==> src/include/tpr_map.svh <==
// register offsets, field positions and reset values of the transaction router
`ifndef TPR_MAP_SVH
`define TPR_MAP_SVH

// ****************************************
// configuration windows
// ****************************************
`define TPR_WIN_LOCAL 2'h0
`define TPR_WIN_LINK 2'h1
`define TPR_WIN_BUF 2'h2
`define TPR_WIN_NONE 2'h3

// ****************************************
// local registers
// ****************************************
`define TPR_OFF_CTRL 8'h00
`define TPR_OFF_STATUS 8'h04
`define TPR_OFF_DROPS 8'h08
`define TPR_OFF_DEVID 8'h0c
`define TPR_CTRL_RX_EN 0
`define TPR_CTRL_TX_EN 1
`define TPR_CTRL_RST 2'h3
`define TPR_DEVID_RST 16'h0000

// ****************************************
// packet fields
// ****************************************
`define TPR_HDR_FT_LSB 52
`define TPR_RAW_FT_LSB 44
`define TPR_FT_NREAD 4'h2
`define TPR_FT_NWRITE 4'h5
`define TPR_FT_SWRITE 4'h6
`define TPR_FT_MAINT 4'h8
`define TPR_FT_DBELL 4'ha
`define TPR_FT_MSG 4'hb
`define TPR_FT_RESP 4'hd
`define TPR_KEEP_ALL 8'hff
`endif

==> src/include/tpr_pkg.sv <==
// types shared by the transaction router and its configuration fabric
package tpr_pkg;
  typedef enum logic [1:0] {RX_SOF = 2'b01, RX_MID = 2'b10} tpr_rx_st_t;
  typedef enum logic [1:0] {TX_IDLE = 2'b01, TX_LOCK = 2'b10} tpr_tx_st_t;
  typedef enum logic [2:0] {
    D_IO = 3'h0, D_INI = 3'h1, D_MSG = 3'h2, D_MNT = 3'h3, D_USR = 3'h4, D_DROP = 3'h5
  } tpr_dst_t;
  typedef struct packed {
    logic [1:0] ctrl;
    logic [15:0] devid;
    logic [15:0] drops;
    logic [31:0] loc_rdata;
    logic ucfg_rp;
    tpr_rx_st_t rx_st;
    tpr_dst_t rx_dst;
    logic ov;
    tpr_dst_t od_dst;
    logic [63:0] od;
    logic [7:0] ok;
    logic ol;
    logic [31:0] ou;
    tpr_tx_st_t tx_st;
    logic [1:0] tx_src;
    logic tv;
    logic [63:0] td;
    logic [7:0] tk;
    logic tl;
    logic [31:0] tu;
  } tpr_state_t;
  typedef struct packed {
    logic [1:0] sel;
  } tpr_fab_t;
endpackage

==> src/include/tpr_cfg_if.sv <==
// configuration master to fabric carrier
`timescale 1ns/1ps
interface tpr_cfg_if;
  logic wr;
  logic rd;
  logic [11:0] addr;
  logic [31:0] wdata;
  logic [31:0] rdata;
  logic loc_wr;
  logic loc_rd;
  logic [31:0] loc_rdata;
  modport mst (output wr, rd, addr, wdata, loc_rdata, input rdata, loc_wr, loc_rd);
  modport fab (input wr, rd, addr, wdata, loc_rdata, output rdata, loc_wr, loc_rd);
endinterface

==> src/design/tpr_router.sv <==
// transaction router: packet steering, transmit arbitration, local registers
//
// Added by the designer: the address-and-strobe port and the placing of the registers.
`timescale 1ns/1ps
`include "tpr_map.svh"
module tpr_router #(
  parameter bit FMT_RAW = 1'b0,
  parameter bit IO_INIT_TGT = 1'b0,
  parameter bit MSG_ON_IO = 1'b0,
  parameter bit MAINT_EN = 1'b1,
  parameter bit USER_EN = 1'b1,
  parameter bit MAINT_STREAM = 1'b0
) (
  input wire logic core_clk,
  input wire logic rst_n,
  input wire logic cfg_rst_n,
  input wire logic [11:0] reg_addr,
  input wire logic [31:0] reg_wdata,
  input wire logic reg_wr,
  input wire logic reg_rd,
  output logic [31:0] reg_rdata,
  input wire logic ucfg_valid,
  input wire logic ucfg_wr,
  input wire logic [11:0] ucfg_addr,
  input wire logic [31:0] ucfg_wdata,
  output logic ucfg_ready,
  output logic ucfg_rvalid,
  output logic [31:0] ucfg_rdata,
  output logic link_cfg_wr,
  output logic link_cfg_rd,
  output logic [7:0] link_cfg_addr,
  output logic [31:0] link_cfg_wdata,
  input wire logic [31:0] link_cfg_rdata,
  output logic buf_cfg_wr,
  output logic buf_cfg_rd,
  output logic [7:0] buf_cfg_addr,
  output logic [31:0] buf_cfg_wdata,
  input wire logic [31:0] buf_cfg_rdata,
  input wire logic trn_rx_tvalid,
  output logic trn_rx_tready,
  input wire logic [63:0] trn_rx_tdata,
  input wire logic [7:0] trn_rx_tkeep,
  input wire logic trn_rx_tlast,
  input wire logic [31:0] trn_rx_tuser,
  output logic trn_tx_tvalid,
  input wire logic trn_tx_tready,
  output logic [63:0] trn_tx_tdata,
  output logic [7:0] trn_tx_tkeep,
  output logic trn_tx_tlast,
  output logic [31:0] trn_tx_tuser,
  output logic [4:0] urx_tvalid,
  input wire logic [4:0] urx_tready,
  output logic [63:0] urx_tdata,
  output logic [7:0] urx_tkeep,
  output logic urx_tlast,
  output logic [31:0] urx_tuser,
  input wire logic [3:0] utx_tvalid,
  output logic [3:0] utx_tready,
  input wire logic [255:0] utx_tdata,
  input wire logic [31:0] utx_tkeep,
  input wire logic [3:0] utx_tlast,
  input wire logic [127:0] utx_tuser
);
  // transmit sources: 0 I/O, 1 messaging, 2 maintenance, 3 user-defined
  localparam logic [3:0] TX_EN_MASK = {USER_EN, MAINT_EN, !MSG_ON_IO, 1'b1};

  tpr_pkg::tpr_state_t s;
  tpr_pkg::tpr_state_t n;
  tpr_cfg_if cfg ();
  logic [3:0] ft;
  tpr_pkg::tpr_dst_t dst_now;
  logic [7:0] rdy8;
  logic out_free;
  logic rx_beat;
  logic sof;
  logic drop_inc;
  logic drop_clr;
  logic [3:0] tx_req;
  logic tx_free;
  logic tx_beat;
  logic reg_go;
  logic ucfg_go;

  // ****************************************
  // configuration master and fabric
  // ****************************************
  // software bus never waits, so the user request yields to it
  assign ucfg_ready = !MAINT_STREAM && !(reg_wr || reg_rd);
  assign reg_go = reg_wr || reg_rd;
  assign ucfg_go = ucfg_valid && ucfg_ready;
  assign cfg.wr = reg_wr || (ucfg_go && ucfg_wr);
  assign cfg.rd = reg_rd || (ucfg_go && !ucfg_wr);
  assign cfg.addr = reg_go ? reg_addr : ucfg_addr;
  assign cfg.wdata = reg_go ? reg_wdata : ucfg_wdata;
  assign cfg.loc_rdata = s.loc_rdata;
  assign reg_rdata = cfg.rdata;
  assign ucfg_rdata = cfg.rdata;
  assign ucfg_rvalid = s.ucfg_rp;

  tpr_cfg_fabric u_fabric (
    .core_clk(core_clk),
    .rst_n(rst_n),
    .cfg(cfg.fab),
    .link_cfg_wr(link_cfg_wr),
    .link_cfg_rd(link_cfg_rd),
    .link_cfg_addr(link_cfg_addr),
    .link_cfg_wdata(link_cfg_wdata),
    .link_cfg_rdata(link_cfg_rdata),
    .buf_cfg_wr(buf_cfg_wr),
    .buf_cfg_rd(buf_cfg_rd),
    .buf_cfg_addr(buf_cfg_addr),
    .buf_cfg_wdata(buf_cfg_wdata),
    .buf_cfg_rdata(buf_cfg_rdata)
  );

  function automatic logic [31:0] loc_read(input logic [7:0] a, input tpr_pkg::tpr_state_t st);
    logic [31:0] v;
    case (a)
      `TPR_OFF_CTRL: v = {30'h0, st.ctrl};
      `TPR_OFF_STATUS: v = {24'h0, MAINT_STREAM, USER_EN, MAINT_EN, MSG_ON_IO, IO_INIT_TGT,
        FMT_RAW, st.tx_st == tpr_pkg::TX_LOCK || st.tv, st.rx_st == tpr_pkg::RX_MID || st.ov};
      `TPR_OFF_DROPS: v = {16'h0, st.drops};
      `TPR_OFF_DEVID: v = {16'h0, st.devid};
      default: v = 32'h0000_0000;
    endcase
    return v;
  endfunction

  // ****************************************
  // receive classification
  // ****************************************
  function automatic tpr_pkg::tpr_dst_t classify(input logic [3:0] f);
    tpr_pkg::tpr_dst_t d;
    case (f)
      `TPR_FT_NREAD, `TPR_FT_NWRITE, `TPR_FT_SWRITE: d = tpr_pkg::D_IO;
      `TPR_FT_DBELL: d = tpr_pkg::D_IO;
      `TPR_FT_RESP: d = IO_INIT_TGT ? tpr_pkg::D_INI : tpr_pkg::D_IO;
      `TPR_FT_MAINT: d = MAINT_EN ? tpr_pkg::D_MNT : tpr_pkg::D_USR;
      `TPR_FT_MSG: d = MSG_ON_IO ? tpr_pkg::D_IO : tpr_pkg::D_MSG;
      default: d = tpr_pkg::D_USR;
    endcase
    if (d == tpr_pkg::D_USR && !USER_EN) begin
      d = tpr_pkg::D_DROP;
    end
    return d;
  endfunction

  // field position is fixed by the generation-time format
  assign ft = FMT_RAW ? trn_rx_tdata[`TPR_RAW_FT_LSB +: 4] : trn_rx_tdata[`TPR_HDR_FT_LSB +: 4];
  assign sof = s.rx_st == tpr_pkg::RX_SOF;
  assign dst_now = sof ? classify(ft) : s.rx_dst;
  assign rdy8 = {3'h0, urx_tready};
  assign out_free = !s.ov || rdy8[s.od_dst];
  // drop beats never wait on the output stage
  assign trn_rx_tready = s.ctrl[`TPR_CTRL_RX_EN] && (dst_now == tpr_pkg::D_DROP || out_free);
  assign rx_beat = trn_rx_tvalid && trn_rx_tready;
  assign drop_inc = rx_beat && sof && dst_now == tpr_pkg::D_DROP;
  assign drop_clr = cfg.loc_wr && cfg.addr[7:0] == `TPR_OFF_DROPS;

  genvar gi;
  generate
    for (gi = 0; gi < 5; gi++) begin : g_rx
      assign urx_tvalid[gi] = s.ov && s.od_dst == tpr_pkg::tpr_dst_t'(gi);
    end
    for (gi = 0; gi < 4; gi++) begin : g_tx
      assign utx_tready[gi] = s.tx_st == tpr_pkg::TX_LOCK && s.tx_src == 2'(gi) && tx_free;
    end
  endgenerate
  assign urx_tdata = s.od;
  assign urx_tkeep = s.ok;
  assign urx_tlast = s.ol;
  assign urx_tuser = s.ou;

  // ****************************************
  // transmit arbitration
  // ****************************************
  // fixed priority, held for a whole packet; a busy I/O source can starve others
  function automatic logic [1:0] pick(input logic [3:0] r);
    logic [1:0] p;
    p = 2'h0;
    for (int i = 3; i >= 0; i--) begin
      if (r[i]) begin
        p = 2'(i);
      end
    end
    return p;
  endfunction

  assign tx_req = utx_tvalid & TX_EN_MASK;
  assign tx_free = !s.tv || trn_tx_tready;
  assign tx_beat = |(utx_tvalid & utx_tready);
  assign trn_tx_tvalid = s.tv;
  assign trn_tx_tdata = s.td;
  assign trn_tx_tkeep = s.tk;
  assign trn_tx_tlast = s.tl;
  assign trn_tx_tuser = s.tu;

  // ****************************************
  // next state
  // ****************************************
  always_comb begin
    n = s;
    n.ucfg_rp = ucfg_go && !ucfg_wr;
    if (cfg.loc_rd) begin
      n.loc_rdata = loc_read(cfg.addr[7:0], s);
    end
    if (cfg.loc_wr && cfg.addr[7:0] == `TPR_OFF_CTRL) begin
      n.ctrl = cfg.wdata[1:0];
    end
    if (cfg.loc_wr && cfg.addr[7:0] == `TPR_OFF_DEVID) begin
      n.devid = cfg.wdata[15:0];
    end
    // a drop in the clearing cycle is still counted
    n.drops = drop_clr ? {15'h0, drop_inc} : s.drops + {15'h0, drop_inc};
    if (!cfg_rst_n) begin
      n.ctrl = `TPR_CTRL_RST;
      n.devid = `TPR_DEVID_RST;
      n.drops = 16'h0000;
    end
    if (s.ov && rdy8[s.od_dst]) begin
      n.ov = 1'b0;
    end
    case (s.rx_st)
      tpr_pkg::RX_SOF, tpr_pkg::RX_MID: begin
        if (rx_beat) begin
          n.rx_dst = dst_now;
          n.rx_st = trn_rx_tlast ? tpr_pkg::RX_SOF : tpr_pkg::RX_MID;
          if (dst_now != tpr_pkg::D_DROP) begin
            n.ov = 1'b1;
            n.od_dst = dst_now;
            n.od = trn_rx_tdata;
            n.ok = FMT_RAW ? trn_rx_tkeep : `TPR_KEEP_ALL;
            n.ol = trn_rx_tlast;
            n.ou = trn_rx_tuser;
          end
        end
      end
      default: n.rx_st = tpr_pkg::RX_SOF;
    endcase
    if (s.tv && trn_tx_tready) begin
      n.tv = 1'b0;
    end
    case (s.tx_st)
      tpr_pkg::TX_IDLE: begin
        if (s.ctrl[`TPR_CTRL_TX_EN] && |tx_req) begin
          n.tx_st = tpr_pkg::TX_LOCK;
          n.tx_src = pick(tx_req);
        end
      end
      tpr_pkg::TX_LOCK: begin
        if (tx_beat) begin
          n.tv = 1'b1;
          n.td = utx_tdata[{s.tx_src, 6'h0} +: 64];
          n.tk = FMT_RAW ? utx_tkeep[{s.tx_src, 3'h0} +: 8] : `TPR_KEEP_ALL;
          n.tl = utx_tlast[s.tx_src];
          n.tu = utx_tuser[{s.tx_src, 5'h0} +: 32];
          if (!FMT_RAW) begin
            n.tu[31:16] = s.devid;
          end
          if (utx_tlast[s.tx_src]) begin
            n.tx_st = tpr_pkg::TX_IDLE;
          end
        end
      end
      default: n.tx_st = tpr_pkg::TX_IDLE;
    endcase
  end

  // one core_clk at a fixed rate whatever the trained lane width
  always_ff @(posedge core_clk) begin
    if (!rst_n) begin
      s <= '0;
      s.rx_st <= tpr_pkg::RX_SOF;
      s.tx_st <= tpr_pkg::TX_IDLE;
      s.ctrl <= `TPR_CTRL_RST;
    end else begin
      s <= n;
    end
  end
endmodule

==> src/design/tpr_cfg_fabric.sv <==
// configuration fabric: address decode to local, link layer and buffer ports
`timescale 1ns/1ps
`include "tpr_map.svh"
module tpr_cfg_fabric (
  input wire logic core_clk,
  input wire logic rst_n,
  tpr_cfg_if.fab cfg,
  output logic link_cfg_wr,
  output logic link_cfg_rd,
  output logic [7:0] link_cfg_addr,
  output logic [31:0] link_cfg_wdata,
  input wire logic [31:0] link_cfg_rdata,
  output logic buf_cfg_wr,
  output logic buf_cfg_rd,
  output logic [7:0] buf_cfg_addr,
  output logic [31:0] buf_cfg_wdata,
  input wire logic [31:0] buf_cfg_rdata
);
  tpr_pkg::tpr_fab_t s;
  tpr_pkg::tpr_fab_t n;
  logic [1:0] win;

  // upper address bits outside every window count as unmapped
  assign win = (|cfg.addr[11:10]) ? `TPR_WIN_NONE : cfg.addr[9:8];
  assign cfg.loc_wr = cfg.wr && win == `TPR_WIN_LOCAL;
  assign cfg.loc_rd = cfg.rd && win == `TPR_WIN_LOCAL;
  assign link_cfg_wr = cfg.wr && win == `TPR_WIN_LINK;
  assign link_cfg_rd = cfg.rd && win == `TPR_WIN_LINK;
  assign buf_cfg_wr = cfg.wr && win == `TPR_WIN_BUF;
  assign buf_cfg_rd = cfg.rd && win == `TPR_WIN_BUF;
  // forwarded unregistered so targets answer in the next cycle
  assign link_cfg_addr = cfg.addr[7:0];
  assign link_cfg_wdata = cfg.wdata;
  assign buf_cfg_addr = cfg.addr[7:0];
  assign buf_cfg_wdata = cfg.wdata;

  always_comb begin
    n = s;
    if (cfg.rd) begin
      n.sel = win;
    end
  end

  always_comb begin
    case (s.sel)
      `TPR_WIN_LOCAL: cfg.rdata = cfg.loc_rdata;
      `TPR_WIN_LINK: cfg.rdata = link_cfg_rdata;
      `TPR_WIN_BUF: cfg.rdata = buf_cfg_rdata;
      default: cfg.rdata = 32'h0000_0000;
    endcase
  end

  // cfg side shares core_clk, so no crossing is needed
  always_ff @(posedge core_clk) begin
    if (!rst_n) begin
      s <= '0;
    end else begin
      s <= n;
    end
  end
endmodule

==> config.mk <==
export PLATFORM = sky130hd
export DESIGN_NAME = tpr_router
export DESIGN_NICKNAME = d
export VERILOG_FILES = /design/src/include/tpr_pkg.sv /design/src/include/tpr_cfg_if.sv /design/src/design/tpr_router.sv /design/src/design/tpr_cfg_fabric.sv
export VERILOG_INCLUDE_DIRS = /design/src /design/src/include
export SDC_FILE = /design/constraint.sdc
export NUM_CORES = 1
export LEC_CHECK = 0
export ABC_AREA = 1
export BUFFER_PORTS_ARGS = -buffer_cell sky130_fd_sc_hd__clkbuf_2
export CAP_MARGIN = 30
export CORE_AREA = 2 2 415 417
export DETAILED_ROUTE_END_ITERATION = 10
export DIE_AREA = 0 0 417 419
export PLACE_DENSITY = 0.36
export SYNTH_ARGS = -nofsm -noshare
export SYNTH_HDL_FRONTEND = slang
export SYNTH_SLANG_ARGS = --single-unit
==> constraint.sdc <==
create_clock -name core_clk -period 3.7 [get_ports core_clk]
set_clock_uncertainty 0.05 [all_clocks]
set_input_delay 0.74 -clock core_clk [delete_from_list [all_inputs] [get_ports core_clk]]
set_output_delay 0.74 -clock core_clk [all_outputs]
set_load 0.03 [all_outputs]
**Word level (Yosys, flattened, before mapping)**

Cells that the tools add are included.

- Logic and storage cells: 150
- Input bits: 695
- Flip-flop bits (word level): 279
- Output and inout bits: 371

- Equality and inequality tests: 30
- Muxes and demuxes: 28
- Shift operators: 2
- Reduce and logical (&&, ||, !) cells: 62
- Bitwise logic cells: 3
- Order comparisons: 2
- Add/subtract/negate cells: 1

Operators by type and width:

| operator | number |
|---|---|
| $mux 109 | 3 |
| $shiftx 256x9->64 | 1 |
| $mux 106 | 2 |
| $shiftx 128x8->16 | 1 |
| $pmux 32 s3 | 1 |
| $pmux 16 s4 | 1 |
| $logic_and 1x1->1 | 32 |
| $mux 32 | 1 |
| $add 16x1->16 | 1 |
| $eq 4x4->1 const B | 4 |
| $eq 8x4->1 const B | 2 |
| $mux 2 | 8 |
| $eq 2x2->1 const B | 6 |
| $mux 12 | 1 |
| $eq 2x1->1 const B | 5 |
| $reduce_and 2->1 | 5 |
| $pmux 3 s3 | 1 |
| $eq 4x3->1 const B | 2 |
| $eq 8x3->1 const B | 1 |
| $logic_not 8->1 | 1 |
| $logic_or 1x1->1 | 8 |
| $reduce_or 4->1 | 2 |
| $eq 3x2->1 const B | 2 |
| $eq 3x3->1 const B | 2 |
| other kinds (22) | 35 |

**Depth between registers and ports, before layout**

Gate-level depths: netlist of run 1.

- Depth after elaboration: 12
- Mapped depth: 13
- Mapped depth without buffers: 13

**Cells and area by module**

A second synthesis of run 1 with hierarchy kept.

- Cell total of the unflattened synthesis: 2,210
- Area total of the unflattened synthesis: 15,557.4 um2

By module, submodules not included:

| module | area an instance (um2) | cells each | sequential area each (um2) | times used |
|---|---|---|---|---|
| tpr_router | 14,038.5 | 1,955 | 5,225.0 | 1 |
| tpr_cfg_fabric | 1,519.0 | 255 | 40.0 | 1 |

**Worst setup path after synthesis of run 1**

OpenSTA, ideal clock, no wires.

- Path kind: input to output
- Start point: input reg_rd
- End point: output link_cfg_wdata[22]
- Required time: 2.910 ns
- Buffers on the path: 4
- Arrival time: 2.426 ns
- Setup slack: 0.484 ns
- Cell stages on the path: 7
- Cell sequence: nor2_4 > buf_6 > clkbuf_1 > buf_1 > nand2_1 > nand2_1 > buf_4

- Longest elaborated chain between the ends: 2

Ends and longest elaborated chain:

| what | line | source |
|---|---|---|
| from (decl) | tpr_router.sv:20 | `input wire logic reg_rd,` |
| $logic_or 1x1->1 | tpr_router.sv:89 | `assign reg_go = reg_wr \|\| reg_rd;` |
| $mux 32 | tpr_router.sv:94 | `assign cfg.wdata = reg_go ? reg_wdata : ucfg_wdata;` |
| to (decl) | tpr_router.sv:32 | `output logic [31:0] link_cfg_wdata,` |

No other way between the ends.

**Final worst setup path of run 1**

- Start point: register u_fabric.s[1] in the netlist's numbering
- End point: output ucfg_rdata[5]

- Longest elaborated chain between the ends: 2
- Elaborated cells between the ends (all ways): 4
- Classes of those cells: 2 x eq/ne; 1 x mux; 1 x reduce/logical

Ends and longest elaborated chain:

| what | line | source |
|---|---|---|
| from (decl) | tpr_cfg_fabric.sv:19 | `tpr_pkg::tpr_fab_t s;` |
| from (signal assigned) | tpr_cfg_fabric.sv:58 | `s <= n;` |
| $eq 2x2->1 (tied with other cells) | tpr_cfg_fabric.sv:45 | `case (s.sel)` |
| $pmux 32 s3 * | tpr_cfg_fabric.sv:45 |  |
| to (decl) | tpr_router.sv:28 | `output logic [31:0] ucfg_rdata,` |

Every way passes the cells marked *; elsewhere a longest branch is shown, timed or not.

==> results of run 1 <==
stage by stage:
stage | setup WS (ns) | area, um2 | power, mW | utilization [%] | cells
global placement | 0.664 | 21000 | 6.70 | 12.3 | 5144
CTS | 0.259 | 22500 | 11.2 | 13.2 | 5215
floorplan | 0.484 | 15800 | 5.61 | - | 2367
finish | 0.477 | 22500 | 11.0 | 13.2 | 5217
global route | 0.192 | 22500 | 11.5 | 13.2 | 5216
detailed placement | 0.689 | 21000 | 6.71 | 12.3 | 5145
layout make-up:
type                            instances  area (um2)  area share, %
Multi-Input combinational cell       1568        7350           32.7
Sequential cell                       263        5270           23.5
Timing Repair Buffer                  996        5250           23.4
Tap cell                             2233        2790           12.4
Clock buffer                           47        1100           4.88
Clock inverter                         23         378           1.68
Inverter                               85         328           1.46
Antenna cell                            2        5.00         0.0223
flip-flops by register name (all words and copies together), names as in the netlist:
signal / cells
urx_tuser: 32
trn_tx_tuser: 32
urx_tlast: 1
trn_tx_tkeep: 1
urx_tdata: 64
u_fabric.s: 2
cfg.loc_rdata: 16
ucfg_rvalid: 1
s: 47
trn_tx_tlast: 1
trn_tx_tdata: 64
trn_tx_tvalid: 1
urx_tkeep: 1
cells in the final DEF, fill, tap and decap left out, types with 12 or more instances in the layout:
cell / Yosys / layout
clkbuf_2: 0 / 960
nor2_1: 352 / 351
nand2_1: 348 / 348
nand3_1: 345 / 345
dfxtp_1: 263 / 261
o21ai_0: 211 / 211
nor3_1: 113 / 113
nand4_1: 88 / 88
inv_1: 79 / 77
a21oi_1: 48 / 48
clkbuf_16: 0 / 40
buf_4: 288 / 22
o21ai_1: 14 / 14
buf_12: 1 / 12
worst paths after layout:
check,end,startpoint,cells after the start
setup / recovery,ucfg_rdata[5],u_fabric.s[1],4
setup reg to reg,trn_tx_tuser[4],s[109],10
hold reg to reg,s[281],s[281],2
hold / removal,urx_tuser[20],trn_rx_tuser[20],3
power by group through the flow:
stage	registers (mW)	clock network, mW	logic, mW
final	3.22	4.36	3.38
after global routing	3.25	4.65	3.65
after CTS	3.22	4.57	3.44
after detailed placement	3.28	0	3.43
after global placement	3.28	0	3.43
after floorplan	3.23	0	2.37
kinds of logic (layout without fill, tap and decap cells):
logic type	Yosys count	in the layout	share of synthesized area, %
fa+ha+maj	4	4	0.318
simple gates	1271	1271	36.3
buf+inv	536	1151	20.1
compound gates	285	285	9.39
other cells	1	3	0.0238
xor+xnor	6	6	0.333
flops	263	263	33.4
mux	1	1	0.143
critical path: cells and delay by family (launching register included):
kind	cells	cell delay (ns)
DFF	1	0.36
and+or+nand+nor	3	1.20
buffers and inverters	1	0.25
metal layers:
metal	up-vias	track usage (%)	wire [um]
li1	8753	-	-
met1	8541	13.7	42700
met2	676	19.3	50100
met3	91	2.45	6470
met4	12	2.44	2130
met5	-	0	77
==> impl_metrics.ini, run 1 <==
[clock_tree]
clockRootBuffer = clkbuf_16
post-cts-setup-buffers = 0
cts_tree = built
cts.path.max_buffers = 3
clk_transition_reported_paths_ns = 0.06
cts_resized = 0
holdBufCountCts = 0
numCtsBuffers = 39
clock_latency_ns = 0.61
clock-sinks = 263
htreeDepth = 2

[critical_path]
rrSetupSlack_ns = 1.30
crit_path_start_kind = flip-flop
crit_slowest_cell = nor2_1
cp.required_ns = 2.91
crit_fanout = 16
crit_chain = nor2_1 > nand2_1 > nand3_1 > clkbuf_2
path_class = flip-flop to output port
cp-end-kind = output port
cpPeakStageDelay_ns = 0.71
crit_arrival_ns = 2.43

[floorplan]
die_w_um = 417
die_h_um = 419
core_area_mm2 = 0.171
ios = 1066
die_area_mm2 = 0.175
placementRows = 152
initial_utilization_pct = 9.24

[min_path]
hold_path.class = primary input to flip-flop

[routing]
routed_wl_mm = 101
vias = 18100
vias_per_cell = 3.46
ant_nets = 0
wire_per_inst_um = 19.4
first_iter_violations = 1086
dr.pass1.iters = 5
drc_errors = 0

[sta]
layout_min_cycle_time_ns = 3.22
slew-limit-headroom_pct = 39.5
setup_viol = 0
finalMaxSlewViolations = 0
max_freq_ghz = 0.310
worstMarginPinSlew_ns = 0.905
fin_crit_sh_pct = 87.1
setup_tns_ns = 0
hold_viol = 0
rsz0062_at_grt = no
worst_hold_slack_ns = 0.339

[final_layout]
drive_gt1_share_pct = 37.0
fillers = 19900
areaGrowthSynthToFinish_pct = 42.6
nets = 3652

[yosys]
synth_area_leaders = dfxtp_1, buf_4, nand3_1, nor2_1, nand2_1
ys_async_sr_fraction_pct = 0
yosysWarnings = 0
yosysTopAreaCell = dfxtp_1
synth.most_common_cell = nor2_1
yosys-top-cells-count = nor2_1, nand2_1, nand3_1
syn-cell-area_mm2 = 0.0158
ys_ff_latch = 263
synth_cells = 2367
synth_edf_count = 0
synth_top_area_share_pct = 33.4
seq_area_frac_synth_pct = 33.4
synth_ff_type = dfxtp_1
synth_cell_types = 41
avgSynthCellArea_um2 = 6.66
synthesis.nets = 3066

[power]
powerDensity_mw_per_mm2 = 488
seqPwrFrac_pct = 29.4
power_leakage_nw = 10.5
ir_drop_mv = 0.288
internal_power_mw = 6.69
combPwrFrac_pct = 30.9
clockPowerShare_pct = 39.8
swShare_pct = 39.0
switching_power_mw = 4.27

[global_route]
grt_pass1_wl_mm = 137
grt_pass1_vias = 17300
grt.overflow.total = 0
grt_max_degree = 131
grtUsageTotal_pct = 11.0
antenna_found_initial = 20

[place]
place.gp.congestion = 0.892
post-dp-hpwl_mm = 82.2
port_buffers = 961

[status]
status = finished clean

[run]
maxCapViolations = 0
Power figures use the tool's default switching activity.
==> run 2, diff against run 1 <==
Settings changed: CORE_AREA 2 2 415 417 to 2 2 410 412, CTS_BUF_LIST from default to sky130_fd_sc_hd__clkbuf_8, DIE_AREA 0 0 417 419 to 0 0 412 414.
==> impl_metrics.ini, run 2 (synthesis gave the netlist of run 1 again) <==
[floorplan]
ios = 1066
initial_utilization_pct = 9.48
die_h_um = 414
placementRows = 150
core_area_mm2 = 0.166
die_area_mm2 = 0.171
die_w_um = 412

[clock_tree]
numCtsBuffers = 59
clock-sinks = 263
htreeDepth = 2
cts.path.max_buffers = 3
clock_latency_ns = 0.73
clockRootBuffer = clkbuf_8
clk_transition_reported_paths_ns = 0.06
cts_tree = built
holdBufCountCts = 0

[place]
placed_area_mm2 = 0.0210
place_inst = 5127
post-dp-hpwl_mm = 80.6
place.gp.congestion = 0.870
port_buffers = 961
post-place-ws_ns = 0.451

[global_route]
grt_pass1_wl_mm = 135
antenna_found_initial = 16
grt_max_degree = 163
grt_pass1_vias = 18100
grt.overflow.total = 0
grtUsageTotal_pct = 11.1

[routing]
drc_errors = 0
dr.pass1.iters = 5
wire_per_inst_um = 18.9
ant_nets = 0
routed_wl_mm = 99.3
vias_per_cell = 3.50
vias = 18400
first_iter_violations = 967

[sta]
finalMaxSlewViolations = 0
layout_min_cycle_time_ns = 3.33
slew-limit-headroom_pct = 38.4
worst_hold_slack_ns = 0.218
fin_crit_sh_pct = 90.1
layout_setup_ws_ns = 0.366
worstMarginPinSlew_ns = 0.922
max_freq_ghz = 0.300
hold_viol = 0
setup_viol = 0
setup_tns_ns = 0
rsz0062_at_grt = no

[critical_path]
crit_arrival_ns = 2.54
path_class = flip-flop to output port
crit_fanout = 6
crit_path_start_kind = flip-flop
cp.required_ns = 2.91
cp-end-kind = output port

[final_layout]
areaGrowthSynthToFinish_pct = 41.9
most-common-layout-cells = clkbuf_2, nor2_1, nand2_1
postLayoutCellArea_mm2 = 0.0224
final_common_cell = clkbuf_2
fillers = 19600
drive_gt1_share_pct = 37.6
final_util_pct = 13.4
instances_no_fill = 5249
nets = 3684

[power]
power_leakage_nw = 10.6
p_total_mw = 10.4
powerDensity_mw_per_mm2 = 466
ir_drop_mv = 0.218

[status]
status = finished clean

[run]
maxCapViolations = 0

[min_path]
hold_path.class = primary input to flip-flop
-- run 2: cell count changes in the layout (fill, tap and decap cells not counted), moves of 2 or more --
cell / previous run / this run
clkbuf_8: 7 / 76
clkbuf_16: 40 / 0
buf_4: 22 / 39
inv_1: 77 / 92
diode_2: 2 / 10
buf_12: 12 / 7
bufinv_16: 8 / 5
clkinv_2: 5 / 7
clkinv_4: 2 / 0
inv_2: 4 / 6
-- run 2: final cells by class --
cell class / count / area, um2 / area share, %
multi-input cells: 1568 / 7350 / 32.9
repair buffers: 1008 / 5280 / 23.6
flip-flops and latches: 263 / 5270 / 23.6
well taps: 2204 / 2760 / 12.3
clock buffers: 76 / 1050 / 4.68
inverters: 85 / 324 / 1.45
clock inverters: 35 / 312 / 1.39
diodes: 10 / 25.0 / 0.112
-- run 2: power breakdown --
| part | internal [mW] | switching, mW |
|---|---|---|
| logic | 0.917 | 2.45 |
| registers | 3.08 | 0.134 |
| clock network | 2.20 | 1.65 |
| total | 6.20 | 4.23 |
-- run 2: repair_timing --
item | CTS | global route
endpoints found under the hold margin | 0 | 0
setup endpoints to repair | 0 | 1
resized for setup | 0 | 2
buffers inserted | 0 | 0
-- run 2: final timing paths --
path                                        from          endpoint  slack [ns]  cells past startpoint
worst min register to register            s[285]            s[285]        0.41                      2
worst max register to register     trn_tx_tvalid  trn_tx_tdata[42]        1.15                     10
worst min-delay path            trn_rx_tdata[63]     urx_tdata[63]        0.22                      3
worst max-delay path                      s[223]     trn_rx_tready        0.37                      8
-- run 2: routing by layer --
layer	vias to the layer above	track usage, %	share of wire, %
met5	-	0	0.074
met4	10	4.26	4.0
met3	133	3.19	7.5
met2	770	19.3	49
met1	8627	12.6	40
li1	8852	-	-
-- run 2: critical path, stage by stage, from the launching register on --
cell	delay, ns
dfxtp_1	0.39
inv_1	0.06
ha_1	0.19
inv_1	0.15
nor2_1	0.07
nand2_1	0.10
nand4_1	0.21
a21boi_1	0.29
buf_2	0.36
==> run 3, diff against run 2 <==
Settings changed: HOLD_SLACK_MARGIN from default to 0.15, MAX_ROUTING_LAYER from default to met4.
==> impl_metrics.ini, run 3 (synthesis gave the netlist of run 1 again) <==
[floorplan]
die_w_um = 412
die_area_mm2 = 0.171
initial_utilization_pct = 9.48
ios = 1066
core_area_mm2 = 0.166
placementRows = 150
die_h_um = 414

[global_route]
grt.overflow.total = 0
grt_pass1_wl_mm = 137
antenna_found_initial = 18
grt_pass1_vias = 18600
grtUsageTotal_pct = 11.5
grt_max_degree = 164

[routing]
drc_errors = 0
wire_per_inst_um = 18.8
dr.pass1.iters = 5
ant_nets = 0
vias_per_cell = 3.51
routed_wl_mm = 100
vias = 18700
first_iter_violations = 913

[critical_path]
path_class = primary input to output port
cp.required_ns = 2.91
cp-end-kind = output port
rrSetupSlack_ns = 1.01
crit_path_start_kind = primary input
crit_arrival_ns = 2.56
crit_fanout = 3

[power]
power_leakage_nw = 10.9
ir_drop_mv = 0.251
powerDensity_mw_per_mm2 = 452

[clock_tree]
numCtsBuffers = 58
clockRootBuffer = clkbuf_8
clock_latency_ns = 0.72
clk_transition_reported_paths_ns = 0.06
cts_tree = built
post-cts-setup-buffers = 0
htreeDepth = 2
cts.path.max_buffers = 3
clock-sinks = 263

[sta]
setup_tns_ns = 0
setup_viol = 0
slew-limit-headroom_pct = 41.6
fin_crit_sh_pct = 90.6
rsz0062_at_grt = no
hold_viol = 0
finalMaxSlewViolations = 0
layout_min_cycle_time_ns = 3.35
worstMarginPinSlew_ns = 0.876
max_freq_ghz = 0.298

[run]
maxCapViolations = 0

[place]
place.gp.congestion = 0.889
post-dp-hpwl_mm = 81.0
placed_area_mm2 = 0.0210
port_buffers = 961

[status]
status = finished clean

[final_layout]
fillers = 19600
postLayoutCellArea_mm2 = 0.0232
final_util_pct = 13.9
final_common_cell = clkbuf_2
most-common-layout-cells = clkbuf_2, nor2_1, nand2_1
drive_gt1_share_pct = 36.6
nets = 3765
areaGrowthSynthToFinish_pct = 47.1

[min_path]
hold_path.class = primary input to flip-flop
==> run 3: stage by stage <==
step | cells | power, mW | setup slack [ns] | hold slack, ns
after floorplan | 2367 | 5.61 | 0.484 | 0.389
after global placement | 5125 | 6.66 | 0.393 | 0.402
after detailed placement | 5127 | 6.67 | 0.424 | 0.403
after CTS | 5319 | 10.8 | 0.0661 | 0.151
after global routing | 5329 | 11.1 | 0.0279 | 0.214
final | 5331 | 10.5 | 0.347 | 0.249
==> run 3: what timing repair did <==
| item | in CTS | in global routing |
|---|---|---|
| endpoints found under the hold margin | 83 | 0 |
| resized for setup | 0 | 2 |
| setup endpoints to repair | 0 | 1 |
| hold buffers | 83 | 0 |
==> run 3: area by class of cell <==
class / count / area (um2) / area share [%]
Tap cell: 2204 / 2760 / 11.9
Timing Repair Buffer: 1090 / 6100 / 26.3
Multi-Input combinational cell: 1568 / 7350 / 31.7
Clock inverter: 32 / 294 / 1.27
Inverter: 85 / 324 / 1.40
Antenna cell: 12 / 30.0 / 0.130
Sequential cell: 263 / 5270 / 22.7
Clock buffer: 77 / 1060 / 4.57
==> run 3: report_power, final <==
group / internal [mW] / leakage [nW] / total, mW / switching (mW)
combinational: 0.971 / 8.05 / 3.43 / 2.46
clock: 2.22 / 0.742 / 3.84 / 1.62
sequential: 3.08 / 2.15 / 3.21 / 0.131
==> run 3: layer usage <==
| metal | global-route usage, % | part of all wire (%) | wire length [um] | vias to the layer above |
|---|---|---|---|---|
| met5 | - | 0 | 0 | - |
| met4 | 4.31 | 4.0 | 3970 | 0 |
| met3 | 2.76 | 6.6 | 6620 | 136 |
| met2 | 19.6 | 49 | 48900 | 774 |
| met1 | 13.0 | 41 | 40800 | 8812 |
| li1 | - | - | - | 9013 |
==> run 3: path summary, 6_finish.rpt <==
path	from	endpoint	depth (start not counted)
worst max-delay path	trn_rx_tdata[54]	trn_rx_tready	9
worst min-delay path	trn_rx_tuser[14]	urx_tuser[14]	3
worst max register to register	trn_tx_tvalid	trn_tx_tuser[30]	10
worst min register to register	s[285]	s[285]	2
==> run 3: critical path, stage by stage <==
cell	delay, ns
dlygate4sd3_1	0.55
clkbuf_2	0.13
inv_1	0.05
nand2_1	0.07
nor2_1	0.04
nand2_1	0.10
nand4_1	0.19
a21boi_0	0.36
clkbuf_4	0.33
